===== src/common/adc_pm_defs.svh =====
`ifndef ADC_PM_DEFS_SVH
`define ADC_PM_DEFS_SVH
// block clock period in nanoseconds (10 MHz)
`define CLK_PERIOD_NS 100
// short power-up interval, ns
`define PWRUP_SHORT_NS 1500
// long power-up interval (internal reference start), ns
`define PWRUP_LONG_NS 30000
// conversion time, ns
`define CONV_TIME_NS 2300
// settling time after a conversion, ns
`define SETTLE_NS 100
// cycle counts; least times round up
`define PWRUP_SHORT_CYC \
    ((`PWRUP_SHORT_NS + `CLK_PERIOD_NS - 1) / `CLK_PERIOD_NS)
`define PWRUP_LONG_CYC \
    ((`PWRUP_LONG_NS + `CLK_PERIOD_NS - 1) / `CLK_PERIOD_NS)
`define CONV_CYC \
    ((`CONV_TIME_NS + `CLK_PERIOD_NS - 1) / `CLK_PERIOD_NS)
// result width and code count
`define RESULT_W 10
`define CODE_COUNT 1024
// power-down control encodings {hi, lo}
`define PD_FULL_UP 2'h3
`define PD_FULL_DOWN 2'h0
`define PD_PARTIAL 2'h1
`define PD_AUTO_FULL 2'h2
`endif


===== src/common/adc_pm_pkg.sv =====
package adc_pm_pkg;
    // control bits written by the host
    typedef struct packed {
        logic power_down_ctl_hi;
        logic power_down_ctl_lo;
        logic external_reference_select;
    } ctl_s;
    // power status outputs
    typedef struct packed {
        logic core_powered;
        logic reference_powered;
        logic reference_amp_on;
        logic ready;
    } pwr_s;
    // sequencer states, gray along the usual path
    typedef enum logic [2:0] {
        ST_OFF = 3'h0,
        ST_PWRUP = 3'h1,
        ST_IDLE = 3'h3,
        ST_CONV = 3'h2,
        ST_AUTO_DOWN = 3'h6
    } state_e;
endpackage


===== src/logic/adc_power_mode_control.sv =====
`timescale 1ns/1ps
`include "adc_pm_defs.svh"

// Notes on behaviour
// - acquisition runs from conversion end to start fall
// - bit 0 picks external reference, amp off
// - results are unsigned straight binary, 1024 codes
// - 11 always powered, 00 always powered down
// - 01 with start low: partial down, ref kept
// - 10 with start low: full down incl reference
// - start level sampled at each conversion end
// - rising start edge wakes from auto power-down
// - after supply: powered down until host writes 11
// - writing 00 then 11 resets the device
// - 1.5 us wake with external ref or partial
// - 30 us long wake, 1.5 us after brief down
// - partial down keeps reference up after startup
// - conversion lasts 2.3 us then result is latched
// - early start fall waits for power-up end
module adc_power_mode_control #(
    parameter int PWRUP_SHORT_CYC = `PWRUP_SHORT_CYC,
    parameter int PWRUP_LONG_CYC = `PWRUP_LONG_CYC,
    parameter int CONV_CYC = `CONV_CYC,
    parameter int LONG_DOWN_CYC = 1000
) (
    input wire logic clk_sys_in,
    input wire logic rst_b_in,
    input wire logic conversion_start_n_in,
    input wire logic ctl_write_in,
    input wire adc_pm_pkg::ctl_s ctl_in,
    input wire logic [`RESULT_W-1:0] sar_code_in,
    output adc_pm_pkg::pwr_s pwr_out,
    output logic acquiring_out,
    output logic converting_out,
    output logic result_valid_out,
    output logic [`RESULT_W-1:0] result_out,
    output logic internal_reset_out
);
    // counter wide enough for every interval
    localparam int CNT_W = 16;

    // refuse zero counts and long, down or conversion counts the counter cannot hold
    initial begin
        if (PWRUP_SHORT_CYC < 1 || PWRUP_LONG_CYC < 1 || CONV_CYC < 1 ||
            LONG_DOWN_CYC < 1 || PWRUP_LONG_CYC >= (1 << CNT_W) ||
            LONG_DOWN_CYC >= (1 << CNT_W) ||
            CONV_CYC >= (1 << CNT_W)) begin
            $error("adc_power_mode_control: bad counts");
        end
    end

    // pin synchroniser and edge history
    logic cs_meta_ff;
    logic cs_sync_ff;
    logic cs_prev_ff;
    // control state
    adc_pm_pkg::ctl_s ctl_ff;
    logic saw_zero_ff; // 00 written, waiting for 11
    logic ref_warm_ff; // reference and cap are charged
    logic irst_ff;
    adc_pm_pkg::state_e state_ff;
    adc_pm_pkg::state_e nxt_state;
    logic [CNT_W-1:0] cnt_ff;
    logic [CNT_W-1:0] nxt_cnt;
    logic [CNT_W-1:0] down_cnt_ff; // length of full power-down
    logic pend_ff; // start fell during power-up
    logic nxt_pend;
    logic [`RESULT_W-1:0] result_ff;
    logic valid_ff;

    // narrow an int terminal count to the counter width
    function automatic logic [CNT_W-1:0] term(input int n);
        term = CNT_W'(n - 1);
    endfunction

    // decoded pin events
    wire cs_fall = cs_prev_ff & ~cs_sync_ff;
    wire cs_rise = ~cs_prev_ff & cs_sync_ff;
    // decoded control bits
    wire [1:0] pd = {ctl_ff.power_down_ctl_hi, ctl_ff.power_down_ctl_lo};
    wire [1:0] pd_new = {ctl_in.power_down_ctl_hi, ctl_in.power_down_ctl_lo};
    wire wr_zero = ctl_write_in && (pd_new == `PD_FULL_DOWN);
    wire wr_reset = ctl_write_in && (pd_new == `PD_FULL_UP) && saw_zero_ff;
    wire forced_down = (pd == `PD_FULL_DOWN);
    wire auto_mode = (pd == `PD_PARTIAL) || (pd == `PD_AUTO_FULL);
    wire cnt_done = (cnt_ff == '0);
    wire conv_end = (state_ff == adc_pm_pkg::ST_CONV) && cnt_done;
    wire ref_kept = (pd == `PD_PARTIAL);
    // long wake unless external ref or reference already warm
    wire long_wake = !ctl_ff.external_reference_select && !ref_warm_ff;
    wire [CNT_W-1:0] wake_cnt = long_wake ? term(PWRUP_LONG_CYC)
                                          : term(PWRUP_SHORT_CYC);

    // two-flop synchroniser on the start pin
    always_ff @(posedge clk_sys_in or negedge rst_b_in) begin
        if (!rst_b_in) begin
            cs_meta_ff <= 1'b1;
            cs_sync_ff <= 1'b1;
            cs_prev_ff <= 1'b1;
        end else begin
            cs_meta_ff <= conversion_start_n_in;
            cs_sync_ff <= cs_meta_ff;
            cs_prev_ff <= cs_sync_ff;
        end
    end

    // control register, reset-sequence tracking
    always_ff @(posedge clk_sys_in or negedge rst_b_in) begin
        if (!rst_b_in) begin
            ctl_ff <= '0;
            saw_zero_ff <= 1'b0;
            irst_ff <= 1'b0;
        end else begin
            irst_ff <= wr_reset;
            if (ctl_write_in) begin
                ctl_ff <= ctl_in;
            end
            if (wr_zero) begin
                saw_zero_ff <= 1'b1;
            end else if (ctl_write_in) begin
                saw_zero_ff <= 1'b0;
            end
        end
    end

    // sequencer next state
    always_comb begin
        nxt_state = state_ff;
        nxt_cnt = cnt_done ? cnt_ff : cnt_ff - 1'b1;
        nxt_pend = pend_ff;
        case (state_ff)
            adc_pm_pkg::ST_OFF: begin
                // stay low-current until told to power up
                if (!forced_down && !auto_mode) begin
                    nxt_state = adc_pm_pkg::ST_PWRUP;
                    nxt_cnt = wake_cnt;
                    nxt_pend = 1'b0;
                end
            end
            adc_pm_pkg::ST_PWRUP: begin
                if (cs_fall) begin
                    nxt_pend = 1'b1;
                end
                if (cnt_done) begin
                    if (pend_ff || cs_fall) begin
                        nxt_state = adc_pm_pkg::ST_CONV;
                        nxt_cnt = term(CONV_CYC);
                    end else begin
                        nxt_state = adc_pm_pkg::ST_IDLE;
                    end
                    nxt_pend = 1'b0;
                end
            end
            adc_pm_pkg::ST_IDLE: begin
                // acquisition ends at the start fall
                if (cs_fall) begin
                    nxt_state = adc_pm_pkg::ST_CONV;
                    nxt_cnt = term(CONV_CYC);
                end
            end
            adc_pm_pkg::ST_CONV: begin
                if (cnt_done) begin
                    // sampled start level picks the next state
                    if (auto_mode && !cs_sync_ff) begin
                        nxt_state = adc_pm_pkg::ST_AUTO_DOWN;
                    end else begin
                        nxt_state = adc_pm_pkg::ST_IDLE;
                    end
                end
            end
            adc_pm_pkg::ST_AUTO_DOWN: begin
                if (cs_rise) begin
                    nxt_state = adc_pm_pkg::ST_PWRUP;
                    nxt_cnt = wake_cnt;
                    nxt_pend = 1'b0;
                end
            end
            default: begin
                nxt_state = adc_pm_pkg::ST_OFF;
                nxt_cnt = '0;
                nxt_pend = 1'b0;
            end
        endcase
        // fixed power-down bits override, reset sequence restarts
        if (forced_down || irst_ff) begin
            nxt_state = adc_pm_pkg::ST_OFF;
            nxt_pend = 1'b0;
        end
    end

    // sequencer registers
    always_ff @(posedge clk_sys_in or negedge rst_b_in) begin
        if (!rst_b_in) begin
            state_ff <= adc_pm_pkg::ST_OFF;
            cnt_ff <= '0;
            pend_ff <= 1'b0;
        end else begin
            state_ff <= nxt_state;
            cnt_ff <= nxt_cnt;
            pend_ff <= nxt_pend;
        end
    end

    // reference warmth: lost on reset, on 00, or on long full power-down
    always_ff @(posedge clk_sys_in or negedge rst_b_in) begin
        if (!rst_b_in) begin
            ref_warm_ff <= 1'b0;
            down_cnt_ff <= '0;
        end else begin
            if (irst_ff || forced_down) begin
                ref_warm_ff <= 1'b0;
                down_cnt_ff <= '0;
            end else if (state_ff == adc_pm_pkg::ST_PWRUP && cnt_done) begin
                ref_warm_ff <= 1'b1;
                down_cnt_ff <= '0;
            end else if (state_ff == adc_pm_pkg::ST_AUTO_DOWN && !ref_kept) begin
                if (down_cnt_ff == term(LONG_DOWN_CYC)) begin
                    ref_warm_ff <= 1'b0;
                end else begin
                    down_cnt_ff <= down_cnt_ff + 1'b1;
                end
            end
        end
    end

    // result latch at conversion end, straight binary
    always_ff @(posedge clk_sys_in or negedge rst_b_in) begin
        if (!rst_b_in) begin
            result_ff <= '0;
            valid_ff <= 1'b0;
        end else begin
            valid_ff <= conv_end;
            if (conv_end) begin
                result_ff <= sar_code_in;
            end
        end
    end

    // status outputs
    wire core_on = (state_ff == adc_pm_pkg::ST_PWRUP) ||
                   (state_ff == adc_pm_pkg::ST_IDLE) ||
                   (state_ff == adc_pm_pkg::ST_CONV);
    wire ref_on = core_on ||
                  (state_ff == adc_pm_pkg::ST_AUTO_DOWN && ref_kept);
    assign pwr_out.core_powered = core_on;
    assign pwr_out.reference_powered = ref_on;
    assign pwr_out.reference_amp_on = ref_on &&
                                      !ctl_ff.external_reference_select;
    assign pwr_out.ready = (state_ff == adc_pm_pkg::ST_IDLE);
    assign acquiring_out = (state_ff == adc_pm_pkg::ST_IDLE);
    assign converting_out = (state_ff == adc_pm_pkg::ST_CONV);
    assign result_valid_out = valid_ff;
    assign result_out = result_ff;
    assign internal_reset_out = irst_ff;
endmodule


===== config.mk =====
export PLATFORM = sky130hd
export DESIGN_NAME = adc_power_mode_control
export DESIGN_NICKNAME = d
export VERILOG_FILES = /design/src/common/adc_pm_pkg.sv /design/src/logic/adc_power_mode_control.sv
export VERILOG_INCLUDE_DIRS = /design/src /design/src/common
export SDC_FILE = /design/constraint.sdc
export NUM_CORES = 1
export LEC_CHECK = 0
export ABC_CLOCK_PERIOD_IN_PS = 3400
export BUFFER_PORTS_ARGS = -buffer_cell sky130_fd_sc_hd__buf_4
export CAP_MARGIN = 40
export CORE_UTILIZATION = 45
export CTS_CLUSTER_SIZE = 28
export DETAILED_ROUTE_END_ITERATION = 8
export SLEW_MARGIN = 10
export SYNTH_ARGS = -nofsm -noshare
export SYNTH_HDL_FRONTEND = slang
export SYNTH_SLANG_ARGS = --single-unit
export TNS_END_PERCENT = 50

===== constraint.sdc =====
create_clock -name clk_sys_in -period 3.4 [get_ports clk_sys_in]
set_clock_uncertainty 0.05 [all_clocks]
set_input_delay 0.68 -clock clk_sys_in [delete_from_list [all_inputs] [get_ports clk_sys_in]]
set_output_delay 0.68 -clock clk_sys_in [all_outputs]
set_load 0.03 [all_outputs]

=== Word-level counts from Yosys, hierarchy flattened ===
Cells that the tools add are included.

* Output and inout bits: 18
* Input port bits: 17
* Register bits after elaboration: 56

* Reductions and logical operators: 35
* Bitwise gates (word level): 4
* Eq/ne operators: 16
* Add/sub/neg operators: 2
* Multiplexer cells: 33

{| class="wikitable"
|+ Operators with widths
! kind !! number
|-
| $mux 16 || 10
|-
| $pmux 16 s5 || 1
|-
| $mux 3 || 7
|-
| $add 16x1->16 const B || 1
|-
| $eq 16x10->1 const B || 1
|-
| $logic_not 16->1 || 1
|-
| $sub 16x1->16 const B || 1
|-
| $pmux 3 s5 || 1
|-
| $mux 1 || 12
|-
| $ne 3x3->1 const B || 4
|-
| $logic_and 1x1->1 || 11
|-
| $mux 9 || 1
|-
| $eq 3x2->1 const B || 2
|-
| $logic_not 1->1 || 6
|-
| $logic_or 1x1->1 || 6
|-
| $ne 3x1->1 const B || 2
|-
| $reduce_bool 3->1 || 2
|-
| $reduce_and 5->1 || 1
|-
| $eq 2x2->1 const B || 2
|-
| $logic_not 2->1 || 2
|-
| $ne 4x4->1 const B || 1
|-
| $pmux 1 s4 || 1
|-
| $reduce_and 2->1 || 2
|-
| $reduce_and 4->1 || 1
|-
| other kinds (9) || 11
|}

=== Depth between registers and ports, before layout ===
* Word-level depth: 7
* Depth in mapped cells: 9
* Depth with buffers taken out: 7

=== Worst setup path after synthesis ===
No wires, ideal clock.

* Path type: reg-to-reg
* Start point: reg cnt_ff[0]
* End point: reg cnt_ff[5]
* Clock period less this slack: 2.268 ns
* Buffers on the path: 1
* Setup slack: 1.132 ns
* Arrival time: 2.094 ns
* Cell stages (with the launch flop): 9
* Cells stage by stage: dfrtp_1 -> inv_1 -> ha_1 -> or3b_1 -> clkbuf_1 -> or4_4 -> o2bb2ai_4 -> nor2_4 -> o21ai_2

* Cells in the longest elaborated chain, start to end: 5
* Elaborated cells between the ends (all ways): 9

{| class="wikitable"
|+ RTL lines
! item !! RTL line !! text
|-
| start, declared || adc_power_mode_control.sv:63 || <nowiki>logic [CNT_W-1:0] cnt_ff;</nowiki>
|-
| start signal, assigned || adc_power_mode_control.sv:199 || <nowiki>cnt_ff <= nxt_cnt;</nowiki>
|-
| $sub 16x1->16 / $logic_not 16->1 (equally long branches) || adc_power_mode_control.sv:129, adc_power_mode_control.sv:86 ||
|-
| $mux 16 || adc_power_mode_control.sv:129 || <nowiki>nxt_cnt = cnt_done ? cnt_ff : cnt_ff - 1'b1;</nowiki>
|-
| $mux 16 || adc_power_mode_control.sv:145 || <nowiki>if (pend_ff || cs_fall) begin</nowiki>
|-
| $mux 16 || adc_power_mode_control.sv:144 || <nowiki>if (cnt_done) begin</nowiki>
|-
| $pmux 16 s5 * || adc_power_mode_control.sv:131 || <nowiki>case (state_ff)</nowiki>
|-
| net nxt_cnt[5] || adc_power_mode_control.sv:64 || <nowiki>logic [CNT_W-1:0] nxt_cnt;</nowiki>
|}

Mark *: on every way through the listed nets, which the timed path passes. The rest lies on a longest branch.
A chain may end at the register's enable or synchronous reset.

==> metrics.md <==
| Metric | Value |
|---|---|
| Status | `finished, violations left` |
| Failing checks | `design-rule violations` |
| Core area | `6490 um2` |
| Antenna violations before repair | `0` |
| CP Launch Type | `flop` |
| Root Buffer | `clkbuf_8` |
| Synth top area share | `43.0%` |
| Total track usage | `18.0%` |
| Asr flop ratio synth | `100%` |
| Layout net count | `357` |
| Global route overflow | `0` |
| Reg-to-reg critical path endpoint | `result_out[7]` |
| Row count | `29` |
| Max clock buf depth | `2` |
| Worst Setup SP | `state_ff[2]` |
| Library cells used by synthesis | `55` |
| Vias in the first global route | `2,210` |
| Share of layout cells above drive strength 1 | `20.8%` |
| Reg2reg start | `cnt_ff[4]` |
| Worst-path clk slew | `100 ps` |
| Fmax | `388 MHz` |
| Worst Setup EP | `pwr_out[0]` |
| Hpwl dp | `4320 um` |
| Final Critical Period | `2570 ps` |
| Max Slew Vio Count | `0` |
| Critical Path Fanout Max | `21` |
| CTS buffer count | `5` |
| Vias per inst | `5.62` |
| Setup TNS | `0 ps` |
| Worst setup EP type | `output port` |
| Data required, critical path | `2670 ps` |
| Ports | `35` |
| Largest net degree at the start of global routing | `57` |
| Headroom to the max-slew limit | `53.2%` |
| Drt wl/cell | `14.5 um` |
| Via count | `2,319` |
| Drt pass-1 iters | `8` |
| Most instantiated cells after synthesis | `53 x dfrtp_1, 39 x nor2_1, 21 x nand2_1` |
| Worst-margin pin slew | `702 ps` |
| Hold Crit Class | `flop to flop` |
| R2R depth | `4` |
| Worst Slack Setup Final | `826 ps` |
| Max Cap Viol | `0` |
| Hold buffers post-CTS | `0` |
| Top cell type by total area after synthesis | `dfrtp_1` |
| Critical Path AT | `1840 ps` |
| Die area | `7190 um2` |
| Post-synthesis instance total | `308` |
| R2R setup slack | `910 ps` |
| Post-CTS sizing | `0` |
| Mapped cell area | `3090 um2` |
| # H-tree levels | `2` |
| Count of final hold-check violations | `0` |
| CTS tree | `built` |
| Later-pin clock latency in the skew report | `320 ps` |
| Final critical-path share of the clock period | `75.7%` |
| Routed wire length | `5970 um` |
| Starting Density | `47.5%` |
| Final core utilization | `53.1%` |
| Post-synthesis sequential area ratio | `45.5%` |
| DRC viols | `2` |
| Drt first-iter violations | `86` |
| Setup-failing EPs final | `0` |
| PwrDens | `783 nW/um2` |
| Post-DRT Antenna Nets | `0` |
| Die Span Y | `84.8 um` |
| # clock sinks | `56` |
| Warnings from Yosys | `0` |
| Yosys reg bits | `56` |
| Post-Syn Nets | `330` |
| Synth Flop Type | `dfrtp_1` |
| Most frequent cell after synthesis | `dfrtp_1` |
| LEAKAGE | `0.00156 uW` |
| IO Port Bufs | `34` |
| Total power | `2700 uW` |
| Post-CTS setup buffers | `0` |
| Die X | `84.8 um` |
| Syn avg cell area | `10.0 um2` |
| Critical path type | `flop to output port` |
| DP Worst Slack | `863 ps` |
| Post-synth EDFFs | `0` |
| Global-route wire length before repair | `10,300 um` |
| Synth top area cells | `dfrtp_1 43%, nor2_1 4.7%, mux2_4 4.4%` |
| Gp weighted congestion | `0.869` |
| Unrepaired setup endpoints after global routing | `false` |
| Worst vdd ir | `344 uV` |
| Layout area overhead | `11.8%` |
| Diodes inserted | `0` |
-- cell families (layout without fill, tap and decap cells) --
family	count (synthesis)	count (layout)	share of synthesized area, %
adders and majority gates	5	5	2.03
AOI/OAI and AO/OA	51	51	11.0
and+or+nand+nor	137	137	25.3
xor gates and xnor gates	24	24	6.81
buffers and inverters	23	51	3.85
muxes	12	12	5.47
DFF	56	56	45.5
-- stage by stage --
| step | hold slack (ps) | instance area [um2] | std cells |
|---|---|---|---|
| final | 312 | 3450 | 413 |
| after global routing | 317 | 3450 | 413 |
| after CTS | 315 | 3450 | 413 |
| after detailed placement | 299 | 3360 | 405 |
| after global placement | 296 | 3360 | 405 |
| after floorplan | 295 | 3090 | 308 |
-- worst min-delay path by stage --
stage	depth (start not counted)	start	endpoint
finish	0	cs_meta_ff	cs_sync_ff
global route	0	cs_meta_ff	cs_sync_ff
CTS	0	cs_meta_ff	cs_sync_ff
detailed placement	0	cs_meta_ff	cs_sync_ff
global placement	0	cs_meta_ff	cs_sync_ff
floorplan	0	cs_meta_ff	cs_sync_ff
-- cell usage in the layout (no fill, tap or decap), drive strengths merged, types with 5 or more instances in the layout --
master and instances:
dfrtp 53, mux2 12, ha 5, nand3 12, inv 9, and4 5
nand2b 8, or4 6, xnor2 10, nor3 5, nand2 22, clkbuf 5
nor2 41, buf 35, nor4 12, nand4 7, a21oi 12, xor2 14
o21ai 17
-- registers in the layout, summed over array words and instances, names as in the netlist --
register            flops
cs_meta_ff              1
result_out             10
ctl_ff                  3
cnt_ff                 16
internal_reset_out      1
saw_zero_ff             1
pend_ff                 1
cs_prev_ff              1
result_valid_out        1
ref_warm_ff             1
cs_sync_ff              1
state_ff                3
down_cnt_ff            16
-- cell type report --
cell class,instances,area (um2)
well taps,77,96.3
repair buffers,35,263
flip-flops and latches,56,1410
fillers,611,3040
inverters,8,30.0
multi-input cells,229,1560
clock buffers,5,68.8
clock inverters,3,26.3
-- critical path: stages (launching register included) --
cell	delay (ps)
dfrtp_1	600
nand2b_1	340
nor2_1	360
buf_4	240
-- where the power goes --
group	total [uW]	internal, uW	leakage [uW]	switching [uW]
Sequential	1010	825	0.000726	183
Combinational	1310	538	0.000788	774
Clock	381	150	0.0000423	231
Total	2700	1510	0.00156	1190
-- layer usage --
| metal | up-vias | track usage, % | wire length (um) |
|---|---|---|---|
| li1 | 1151 | - | - |
| met5 | - | 0 | 0 |
| met3 | 10 | 3.44 | 200 |
| met4 | 0 | 5.70 | 99 |
| met1 | 1122 | 24.9 | 2870 |
| met2 | 36 | 28.8 | 2810 |
(Power assumes the default switching activity.)
